===== config.mk =====
export PLATFORM = sky130hd
export DESIGN_NAME = cid_core
export DESIGN_NICKNAME = d
export VERILOG_FILES = /design/src/core/cid_pkg.sv /design/src/core/cid_core.sv /design/src/core/cid_alu.sv
export SDC_FILE = /design/constraint.sdc
export NUM_CORES = 2
export LEC_CHECK = 0
export BUFFER_PORTS_ARGS = -buffer_cell sky130_fd_sc_hd__buf_2
export CORE_ASPECT_RATIO = 0.6
export CORE_MARGIN = 5
export CORE_UTILIZATION = 23
export CTS_BUF_LIST = sky130_fd_sc_hd__clkbuf_4 sky130_fd_sc_hd__clkbuf_8 sky130_fd_sc_hd__clkbuf_16
export DETAILED_ROUTE_END_ITERATION = 10
export GPL_ROUTABILITY_DRIVEN = 0
export PLACE_DENSITY = 0.4
export SLEW_MARGIN = 20
export SYNTH_ARGS = -nofsm -noshare
export SYNTH_HDL_FRONTEND = slang
export SYNTH_HIERARCHICAL = 1
export SYNTH_SLANG_ARGS = --single-unit

===== constraint.sdc =====
create_clock -name CLK_I -period 9.3 [get_ports CLK_I]
set_input_delay 1.86 -clock CLK_I [delete_from_list [all_inputs] [get_ports CLK_I]]
set_output_delay 1.86 -clock CLK_I [all_outputs]
set_load 0.005 [all_outputs]

===== src/core/cid_pkg.sv =====
// constants, opcodes and register map for the clear/decrement/call instruction slice
// assumes a 10 MHz core clock where one instruction cycle is one clock
package cid_pkg;
    localparam int PC_W = 15;
    localparam int LATCH_W = 7;
    localparam int STACK_DEPTH = 16;
    localparam int SP_W = 4;
    localparam int FILE_DEPTH = 128;
    localparam int WDT_W = 16;
    localparam int PRE_W = 8;

    // instruction word layout
    localparam int INSTR_F_LSB = 0;
    localparam int INSTR_F_W = 7;
    localparam int INSTR_D_BIT = 7;
    localparam int INSTR_OP_LSB = 8;
    localparam int INSTR_OP_W = 3;

    typedef enum logic [2:0] {
        OP_NOP = 3'h0,
        OP_WDT_CLEAR = 3'h1,
        OP_CALL_ACC = 3'h2,
        OP_COMPL_FILE = 3'h3,
        OP_CLEAR_FILE = 3'h4,
        OP_DEC_FILE = 3'h5,
        OP_CLEAR_ACC = 3'h6,
        OP_DEC_SKIP = 3'h7
    } cid_op_e;

    typedef enum logic [2:0] {
        ST_IDLE = 3'b001,
        ST_EXEC = 3'b010,
        ST_NOP = 3'b100
    } cid_state_e;

    // word indices (byte address bits 7:2)
    localparam logic [5:0] REG_INSTR = 6'h00;
    localparam logic [5:0] REG_ACC = 6'h01;
    localparam logic [5:0] REG_LATCH = 6'h02;
    localparam logic [5:0] REG_PC = 6'h03;
    localparam logic [5:0] REG_STATUS = 6'h04;
    localparam logic [5:0] REG_WDT = 6'h05;
    localparam logic [5:0] REG_PRESCALE = 6'h06;
    localparam logic [5:0] REG_STACK_TOP = 6'h07;
    localparam logic [5:0] REG_FILE_ADDR = 6'h08;
    localparam logic [5:0] REG_FILE_DATA = 6'h09;

    // status bit positions
    localparam int ST_ZERO_BIT = 0;
    localparam int ST_TIMEOUT_BIT = 1;
    localparam int ST_POWERDOWN_BIT = 2;
    localparam int ST_BUSY_BIT = 3;
    localparam int ST_SKIPPED_BIT = 4;

    // reset values
    localparam logic [7:0] ACC_RST = 8'h00;
    localparam logic [LATCH_W-1:0] LATCH_RST = 7'h00;
    localparam logic [PC_W-1:0] PC_RST = 15'h0000;
    localparam logic [WDT_W-1:0] WDT_CLEAR_VAL = 16'h0000;
    localparam logic [PRE_W-1:0] PRE_CLEAR_VAL = 8'h00;
endpackage


===== src/core/cid_core.sv =====
// instruction execution slice with a classic wishbone register port
// assumes a single-master classic bus on the core clock
`timescale 1ns/1ps
module cid_core (
    input wire logic CLK_I,
    input wire logic RESET_I,
    input wire logic CYC_I,
    input wire logic STB_I,
    input wire logic WE_I,
    input wire logic [7:0] ADR_I,
    input wire logic [3:0] SEL_I,
    input wire logic [31:0] DAT_I,
    output logic [31:0] DAT_O,
    output logic ACK_O
);
    function automatic logic [31:0] lane_merge(input logic [31:0] old_v,
                                               input logic [31:0] new_v,
                                               input logic [3:0] sel);
        logic [31:0] r;
        r = old_v;
        for (int i = 0; i < 4; i++) begin
            if (sel[i]) begin
                r[i*8 +: 8] = new_v[i*8 +: 8];
            end
        end
        return r;
    endfunction

    logic [7:0] file_mem [cid_pkg::FILE_DEPTH];
    logic [cid_pkg::PC_W-1:0] stack_mem [cid_pkg::STACK_DEPTH];

    cid_pkg::cid_state_e state, next_state;
    logic [10:0] instr, next_instr;
    logic [7:0] working_accumulator, next_working_accumulator;
    logic [cid_pkg::LATCH_W-1:0] pc_high_latch, next_pc_high_latch;
    logic [cid_pkg::PC_W-1:0] pc, next_pc;
    logic [cid_pkg::SP_W-1:0] sp, next_sp;
    logic zero_flag, next_zero_flag;
    logic timeout_flag, next_timeout_flag;
    logic powerdown_flag, next_powerdown_flag;
    logic skipped, next_skipped;
    logic [cid_pkg::WDT_W-1:0] watchdog_counter, next_watchdog_counter;
    logic [cid_pkg::PRE_W-1:0] prescale, next_prescale;
    logic [6:0] file_addr, next_file_addr;
    logic [31:0] next_dat;
    logic next_ack;
    logic file_we;
    logic [6:0] file_wa;
    logic [7:0] file_wd;
    logic stack_we;

    logic bus_req, bus_wr;
    logic [5:0] widx;
    logic [2:0] op;
    logic dest_file;
    logic [6:0] f_addr;
    logic [7:0] alu_result;
    logic alu_wr_file, alu_wr_acc, alu_zero_upd, alu_zero;
    logic exec;
    logic [cid_pkg::PC_W-1:0] stack_top;
    logic [31:0] wmerge;

    assign bus_req = CYC_I & STB_I & ~ACK_O;
    // writes land at the edge where the master samples ack, not at the taking edge
    assign bus_wr = CYC_I & STB_I & WE_I & ACK_O;
    assign widx = ADR_I[7:2];
    assign op = instr[cid_pkg::INSTR_OP_LSB +: cid_pkg::INSTR_OP_W];
    assign dest_file = instr[cid_pkg::INSTR_D_BIT];
    assign f_addr = instr[cid_pkg::INSTR_F_LSB +: cid_pkg::INSTR_F_W];
    assign exec = (state == cid_pkg::ST_EXEC);
    assign stack_top = stack_mem[4'(sp - 4'h1)];

    cid_alu u_alu (
        .op_i(op),
        .dest_file_i(dest_file),
        .file_i(file_mem[f_addr]),
        .result_o(alu_result),
        .wr_file_o(alu_wr_file),
        .wr_acc_o(alu_wr_acc),
        .zero_upd_o(alu_zero_upd),
        .zero_o(alu_zero)
    );

    always_comb begin
        wmerge = 32'h0;
        next_state = state;
        next_instr = instr;
        next_working_accumulator = working_accumulator;
        next_pc_high_latch = pc_high_latch;
        next_pc = pc;
        next_sp = sp;
        next_zero_flag = zero_flag;
        next_timeout_flag = timeout_flag;
        next_powerdown_flag = powerdown_flag;
        next_skipped = skipped;
        next_file_addr = file_addr;
        file_we = 1'b0;
        file_wa = f_addr;
        file_wd = alu_result;
        stack_we = 1'b0;
        // free-running watchdog; overflow marks a timeout
        next_prescale = 8'(prescale + 8'h01);
        next_watchdog_counter = watchdog_counter;
        if (prescale == 8'hff) begin
            next_watchdog_counter = 16'(watchdog_counter + 16'h0001);
            if (watchdog_counter == 16'hffff) begin
                next_timeout_flag = 1'b0;
            end
        end
        // bus writes first so that execution overrides them
        if (bus_wr) begin
            case (widx)
                cid_pkg::REG_INSTR: begin
                    // new instruction refused while busy
                    if (state == cid_pkg::ST_IDLE) begin
                        wmerge = lane_merge({21'h0, instr}, DAT_I, SEL_I);
                        next_instr = wmerge[10:0];
                        next_state = cid_pkg::ST_EXEC;
                    end
                end
                cid_pkg::REG_ACC: begin
                    wmerge = lane_merge({24'h0, working_accumulator}, DAT_I, SEL_I);
                    next_working_accumulator = wmerge[7:0];
                end
                cid_pkg::REG_LATCH: begin
                    wmerge = lane_merge({25'h0, pc_high_latch}, DAT_I, SEL_I);
                    next_pc_high_latch = wmerge[6:0];
                end
                cid_pkg::REG_PC: begin
                    wmerge = lane_merge({17'h0, pc}, DAT_I, SEL_I);
                    next_pc = wmerge[14:0];
                end
                cid_pkg::REG_STATUS: begin
                    if (SEL_I[0]) begin
                        next_zero_flag = DAT_I[cid_pkg::ST_ZERO_BIT];
                        next_powerdown_flag = DAT_I[cid_pkg::ST_POWERDOWN_BIT];
                    end
                end
                cid_pkg::REG_FILE_ADDR: begin
                    if (SEL_I[0]) begin
                        next_file_addr = DAT_I[6:0];
                    end
                end
                cid_pkg::REG_FILE_DATA: begin
                    if (SEL_I[0]) begin
                        file_we = 1'b1;
                        file_wa = file_addr;
                        file_wd = DAT_I[7:0];
                    end
                end
                default: begin
                    next_file_addr = file_addr;
                end
            endcase
        end
        case (state)
            cid_pkg::ST_IDLE: begin
                next_skipped = skipped;
            end
            cid_pkg::ST_EXEC: begin
                next_state = cid_pkg::ST_IDLE;
                next_pc = 15'(pc + 15'h0001);
                next_skipped = 1'b0;
                if (alu_wr_file) begin
                    file_we = 1'b1;
                    file_wa = f_addr;
                    file_wd = alu_result;
                end
                if (alu_wr_acc) begin
                    next_working_accumulator = alu_result;
                end
                if (alu_zero_upd) begin
                    next_zero_flag = alu_zero;
                end
                case (op)
                    cid_pkg::OP_WDT_CLEAR: begin
                        next_watchdog_counter = cid_pkg::WDT_CLEAR_VAL;
                        next_prescale = cid_pkg::PRE_CLEAR_VAL;
                        // set wins over a coincident overflow
                        next_timeout_flag = 1'b1;
                        next_powerdown_flag = 1'b1;
                    end
                    cid_pkg::OP_CALL_ACC: begin
                        // stack wraps when full, oldest entry lost
                        stack_we = 1'b1;
                        next_sp = 4'(sp + 4'h1);
                        next_pc = {pc_high_latch, working_accumulator};
                        next_state = cid_pkg::ST_NOP;
                    end
                    cid_pkg::OP_DEC_SKIP: begin
                        if (alu_zero) begin
                            // fetched successor discarded, nop runs instead
                            next_pc = 15'(pc + 15'h0002);
                            next_skipped = 1'b1;
                            next_state = cid_pkg::ST_NOP;
                        end
                    end
                    default: begin
                        next_skipped = 1'b0;
                    end
                endcase
            end
            cid_pkg::ST_NOP: begin
                next_state = cid_pkg::ST_IDLE;
            end
            default: begin
                next_state = cid_pkg::ST_IDLE;
            end
        endcase
    end

    always_comb begin
        next_ack = bus_req;
        next_dat = 32'h0;
        if (bus_req && !WE_I) begin
            case (widx)
                cid_pkg::REG_INSTR: next_dat = {21'h0, instr};
                cid_pkg::REG_ACC: next_dat = {24'h0, working_accumulator};
                cid_pkg::REG_LATCH: next_dat = {25'h0, pc_high_latch};
                cid_pkg::REG_PC: next_dat = {17'h0, pc};
                cid_pkg::REG_STATUS: next_dat = {27'h0, skipped, (state != cid_pkg::ST_IDLE),
                                                  powerdown_flag, timeout_flag, zero_flag};
                cid_pkg::REG_WDT: next_dat = {16'h0, watchdog_counter};
                cid_pkg::REG_PRESCALE: next_dat = {24'h0, prescale};
                cid_pkg::REG_STACK_TOP: next_dat = {17'h0, stack_top};
                cid_pkg::REG_FILE_ADDR: next_dat = {25'h0, file_addr};
                cid_pkg::REG_FILE_DATA: next_dat = {24'h0, file_mem[file_addr]};
                default: next_dat = 32'h0;
            endcase
        end
    end

    always_ff @(posedge CLK_I) begin
        if (RESET_I) begin
            state <= cid_pkg::ST_IDLE;
            instr <= 11'h000;
            working_accumulator <= cid_pkg::ACC_RST;
            pc_high_latch <= cid_pkg::LATCH_RST;
            pc <= cid_pkg::PC_RST;
            sp <= 4'h0;
            zero_flag <= 1'b0;
            timeout_flag <= 1'b1;
            powerdown_flag <= 1'b1;
            skipped <= 1'b0;
            watchdog_counter <= cid_pkg::WDT_CLEAR_VAL;
            prescale <= cid_pkg::PRE_CLEAR_VAL;
            file_addr <= 7'h00;
            DAT_O <= 32'h0;
            ACK_O <= 1'b0;
        end else begin
            state <= next_state;
            instr <= next_instr;
            working_accumulator <= next_working_accumulator;
            pc_high_latch <= next_pc_high_latch;
            pc <= next_pc;
            sp <= next_sp;
            zero_flag <= next_zero_flag;
            timeout_flag <= next_timeout_flag;
            powerdown_flag <= next_powerdown_flag;
            skipped <= next_skipped;
            watchdog_counter <= next_watchdog_counter;
            prescale <= next_prescale;
            file_addr <= next_file_addr;
            DAT_O <= next_dat;
            ACK_O <= next_ack;
        end
    end

    // memories carry no reset; contents are software's job
    always_ff @(posedge CLK_I) begin
        if (file_we) begin
            file_mem[file_wa] <= file_wd;
        end
        if (stack_we) begin
            stack_mem[sp] <= 15'(pc + 15'h0001);
        end
    end
endmodule


===== src/core/cid_alu.sv =====
// combinational result unit for the file and accumulator operations
// assumes operands are stable for the whole execute cycle
`timescale 1ns/1ps
module cid_alu (
    input wire logic [2:0] op_i,
    input wire logic dest_file_i,
    input wire logic [7:0] file_i,
    output logic [7:0] result_o,
    output logic wr_file_o,
    output logic wr_acc_o,
    output logic zero_upd_o,
    output logic zero_o
);
    always_comb begin
        result_o = 8'h00;
        wr_file_o = 1'b0;
        wr_acc_o = 1'b0;
        zero_upd_o = 1'b0;
        case (op_i)
            cid_pkg::OP_COMPL_FILE: begin
                result_o = ~file_i;
                wr_file_o = dest_file_i;
                wr_acc_o = ~dest_file_i;
                zero_upd_o = 1'b1;
            end
            cid_pkg::OP_CLEAR_FILE: begin
                result_o = 8'h00;
                wr_file_o = 1'b1;
                zero_upd_o = 1'b1;
            end
            cid_pkg::OP_DEC_FILE, cid_pkg::OP_DEC_SKIP: begin
                result_o = 8'(file_i - 8'h01);
                wr_file_o = dest_file_i;
                wr_acc_o = ~dest_file_i;
                // skip form leaves flags alone
                zero_upd_o = (op_i == cid_pkg::OP_DEC_FILE);
            end
            cid_pkg::OP_CLEAR_ACC: begin
                result_o = 8'h00;
                wr_acc_o = 1'b1;
                zero_upd_o = 1'b1;
            end
            default: begin
                result_o = 8'h00;
            end
        endcase
    end

    assign zero_o = (result_o == 8'h00);
endmodule


==> results.tsv <==
stage	metric	value	unit
worst_setup_path	Critical Path Source Type	flop	
worst_setup_path	CP Data Arrival Time	7.49	ns
cells_and_area	final instance area	72800	um^2
power_and_ir_drop	Sequential Power Share	51.8	%
sta	Fin Setup TNS	0	ns
synthesis	#FFs+latches synth	1378	
sta	period utilisation layout	73.5	%
route	DRT antenna net count	0	
worst_setup_path	worst path cell trace	buf_4 -> mux4_2 -> mux4_2 -> o21ai_0 -> a31oi_1 -> inv_1 -> ha_1 -> nor3b_2 -> o22ai_1 -> or4_1 -> nor4_2 -> buf_4 -> and3_1 -> o21ai_1 -> a221o_1 -> a221oi_1 -> a311oi_1	
power_and_ir_drop	pwr dens	177	nW/um^2
sta	clk_skew	0.0857	ns
grt	vias in the first global route	36600	
worst_setup_path	register-to-register setup slack	2.46	ns
worst_setup_path	Reg2Reg Depth	17	
power_and_ir_drop	combinational share of power	0.3	%
route	Pre-antenna DRT Iters	7	
worst_setup_path	R2R Path End	pc[6]	
worst_hold_path	Hold Path Class	flop to flop	
clock_network	Clock Latency Late Sink	0.85	ns
worst_setup_path	crit end category	flop	
power_and_ir_drop	internal power	10.2	mW
status	status	complete, no violations	
grt	first-pass GRT wire length	317	mm
synthesis	sequential fraction of the synthesis area	63.8	%
sta	worst-margin pin slew	1.27	ns
clock_network	clk buf depth	4	
route	DR iter-0 viols	4660	
grt	initial antenna violation count	30	
synthesis	Yosys top cell by area	edfxtp_1	
clock_network	Inserted Clock Buffers	156	
route	routed len/inst	31.6	um
cells_and_area	commonest cells after routing, fill and taps aside	edfxtp_1 (1264), mux4_2 (572), nor2_1 (233)	
power_and_ir_drop	Clk pwr share	47.9	%
route	met2 wire len	88.1	mm
floorplanning	Die H	416	um
synthesis	Post-synth ARST share	0	%
synthesis	Synth cell types	74	
run	Maximum Capacitance Violations	0	
cells_and_area	Layout Nets	3745	
worst_setup_path	Critical Path Fanout Max	24	
route	wire length on met1	114	mm
worst_setup_path	Crit Path Category	flop to flop	
route	final WL	234	mm
sta	Final setup viols	0	
grt	largest net degree at the start of global routing	85	
power_and_ir_drop	switching power	2.68	mW
synthesis	average cell area after synthesis	17.4	um^2
place	dpl hpwl	161	mm
worst_hold_path	WHS Endpoint	ACK_O	
clock_network	hold_buf cts	0	
cells_and_area	commonest non-fill, non-tap cell in the layout	edfxtp_1	
route	vias	37500	
grt	Global Route Usage Sum	15.9	%
clock_network	Clock Tree Root	clkbuf_16	
power_and_ir_drop	leakage	21.9	nW
synthesis	share of the synthesized area in the top cell type	60.2	%
clock_network	CTS Sinks	1378	
cells_and_area	layout cell share with drive strength beyond 1	28.4	%
route	post-DR vias/cell	5.07	
route	DRC	0	
floorplanning	# rows	148	
synthesis	cell area after synthesis	63100	um^2
floorplanning	Die Wd	686	um
cells_and_area	Area growth syn-to-layout	15.4	%
clock_network	H-tree depth	4	
worst_hold_path	Hold Startpoint	ACK_O	
sta	RSZ-0062 raised after global routing	no	
clock_network	post_cts resized	0	
sta	max-slew violations	0	
synthesis	Post-synth EDFFs	1264	
worst_setup_path	CP max-delay cell	dfxtp_4	
clock_network	# Post-CTS Setup Buffers	0	
place	PortBufs	44	
worst_hold_path	hold depth	1	
place	dpl cell area	67800	um^2
synthesis	number of synthesis warnings	6	
clock_network	Clock transition at path regs	0.07	ns
route	met3 wire len	27.1	mm
worst_setup_path	Critical Path RT	9.95	ns
sta	final hold viol count	0	
worst_setup_path	crit-path max cell delay	0.79	ns
floorplanning	initial core utilization	23.2	%
sta	Max Fclk	146	MHz
floorplanning	Die Area	285000	um^2
clock_network	CTS tree	built	
floorplanning	Core ar.	272000	um^2
synthesis	Top FF cell, synth	edfxtp_1	
synthesis	Synth area leaders	edfxtp_1 (60%), mux4_2 (20%), dfxtp_1 (3.6%), mux2i_1 (2.2%), nor2_1 (1.5%)	
floorplanning	Ports	82	
route	DR top layer	met5	
synthesis	Post-Syn Instances	3622	
sta	Max-slew headroom	15.4	%
power_and_ir_drop	peak supply drop	136	uV
power_and_ir_drop	Net Sw Frac	20.9	%
sta	post-layout minimum cycle time	6.84	ns
grt	GR Overflow Total	0	
[worst max path at each step]
stage          start              to  slack [ns]  cells past startpoint
2_1_floorplan   flop  file_mem[0][7]        3.78                     14
3_3_place_gp    flop           pc[6]        2.43                     16
3_5_place_dp    flop           pc[6]        2.44                     16
4_1_cts         flop           pc[6]        2.43                     16
5_1_grt         flop           pc[6]        2.12                     16
6_report        flop           pc[6]        2.46                     17
[critical path: cells and delay by family, from the launching register on]
family | cells | cell delay, ns
compound gates | 7 | 2.12
mux | 2 | 1.29
simple gates | 4 | 1.25
buf+inv | 3 | 0.93
flops | 1 | 0.79
fa+ha+maj | 1 | 0.19
[power by group through the flow]
| stage | Combinational, mW | Sequential (mW) | Clock [mW] |
|---|---|---|---|
| detailed placement | 0.0444 | 6.79 | 0 |
| global placement | 0.0443 | 6.79 | 0 |
| finish | 0.0445 | 6.66 | 6.16 |
| global route | 0.0474 | 6.65 | 6.58 |
| floorplan | 0.0246 | 6.79 | 0 |
| CTS | 0.0444 | 6.66 | 6.33 |
[through the flow]
stage | hold WS [ns] | total power, mW | instances | utilization (%) | worst slack (ns)
2_1_floorplan | 0.433 | 6.82 | 3637 | - | 3.78
3_3_place_gp | 0.451 | 6.84 | 7128 | 24.9 | 2.43
3_5_place_dp | 0.453 | 6.84 | 7129 | 24.9 | 2.44
4_1_cts | 0.465 | 13.0 | 7395 | 26.7 | 2.43
5_1_grt | 0.486 | 13.3 | 7395 | 26.7 | 2.12
6_report | 0.461 | 12.9 | 7399 | 26.7 | 2.46
[flip-flops by register name, indices dropped and copies added, names as in the netlist, named ones only]
signal               count
skipped                  1
pc_high_latch            7
instr                   11
pc                      15
state                    3
ACK_O                    1
sp                       4
timeout_flag             1
working_accumulator      8
stack_mem              240
file_addr                7
zero_flag                1
powerdown_flag           1
watchdog_counter        16
prescale                 8
DAT_O                   16
file_mem              1024
[synth_stat cells (7+ instances only)]
cell type / n
nor2_1: 251
edfxtp_1: 1264
nand3_1: 80
a211oi_1: 14
o22ai_1: 75
nor3_1: 41
a22o_1: 8
a311oi_1: 11
and2_1: 14
a221oi_1: 27
a21oi_1: 69
and3_1: 15
nand2b_1: 20
nand2_1: 198
mux2i_1: 138
mux2_2: 13
nor2b_1: 16
o211ai_1: 31
nor4b_1: 9
clkbuf_1: 121
xnor2_1: 21
a31oi_1: 20
o21ai_0: 56
dfxtp_1: 114
buf_4: 59
or3_1: 9
inv_1: 13
nor4_1: 16
xor2_1: 24
a22oi_1: 82
buf_1: 17
ha_1: 9
buf_2: 75
a221o_1: 7
mux4_2: 572
nand4_1: 20
[layout make-up]
cell class	instances	area, um^2
antenna	4	10.0
clock inverter	75	636
inverter	14	52.6
tap	3600	4500
sequential	1378	40300
timing repair buffer	170	1320
fill	27300	199000
clock buffer	191	4270
multi-input combinational	1967	21700
[cells by family after synthesis]
kind of cell,Yosys count,share of synthesized area [%]
DFF,1378,63.8
xor gates and xnor gates,45,0.625
buffers and inverters,292,2.31
AOI/OAI and AO/OA,453,4.92
muxes,723,22.8
other,1,0.00595
and+or+nand+nor,721,5.32
adders and majority gates,9,0.179
[metal layers]
layer	vias up	GRT usage [%]
met1	20400	25.3
li1	15200	-
met4	2	2.98
met2	1670	20.1
met5	-	0
met3	238	6.04
(Power assumes the default switching activity.)
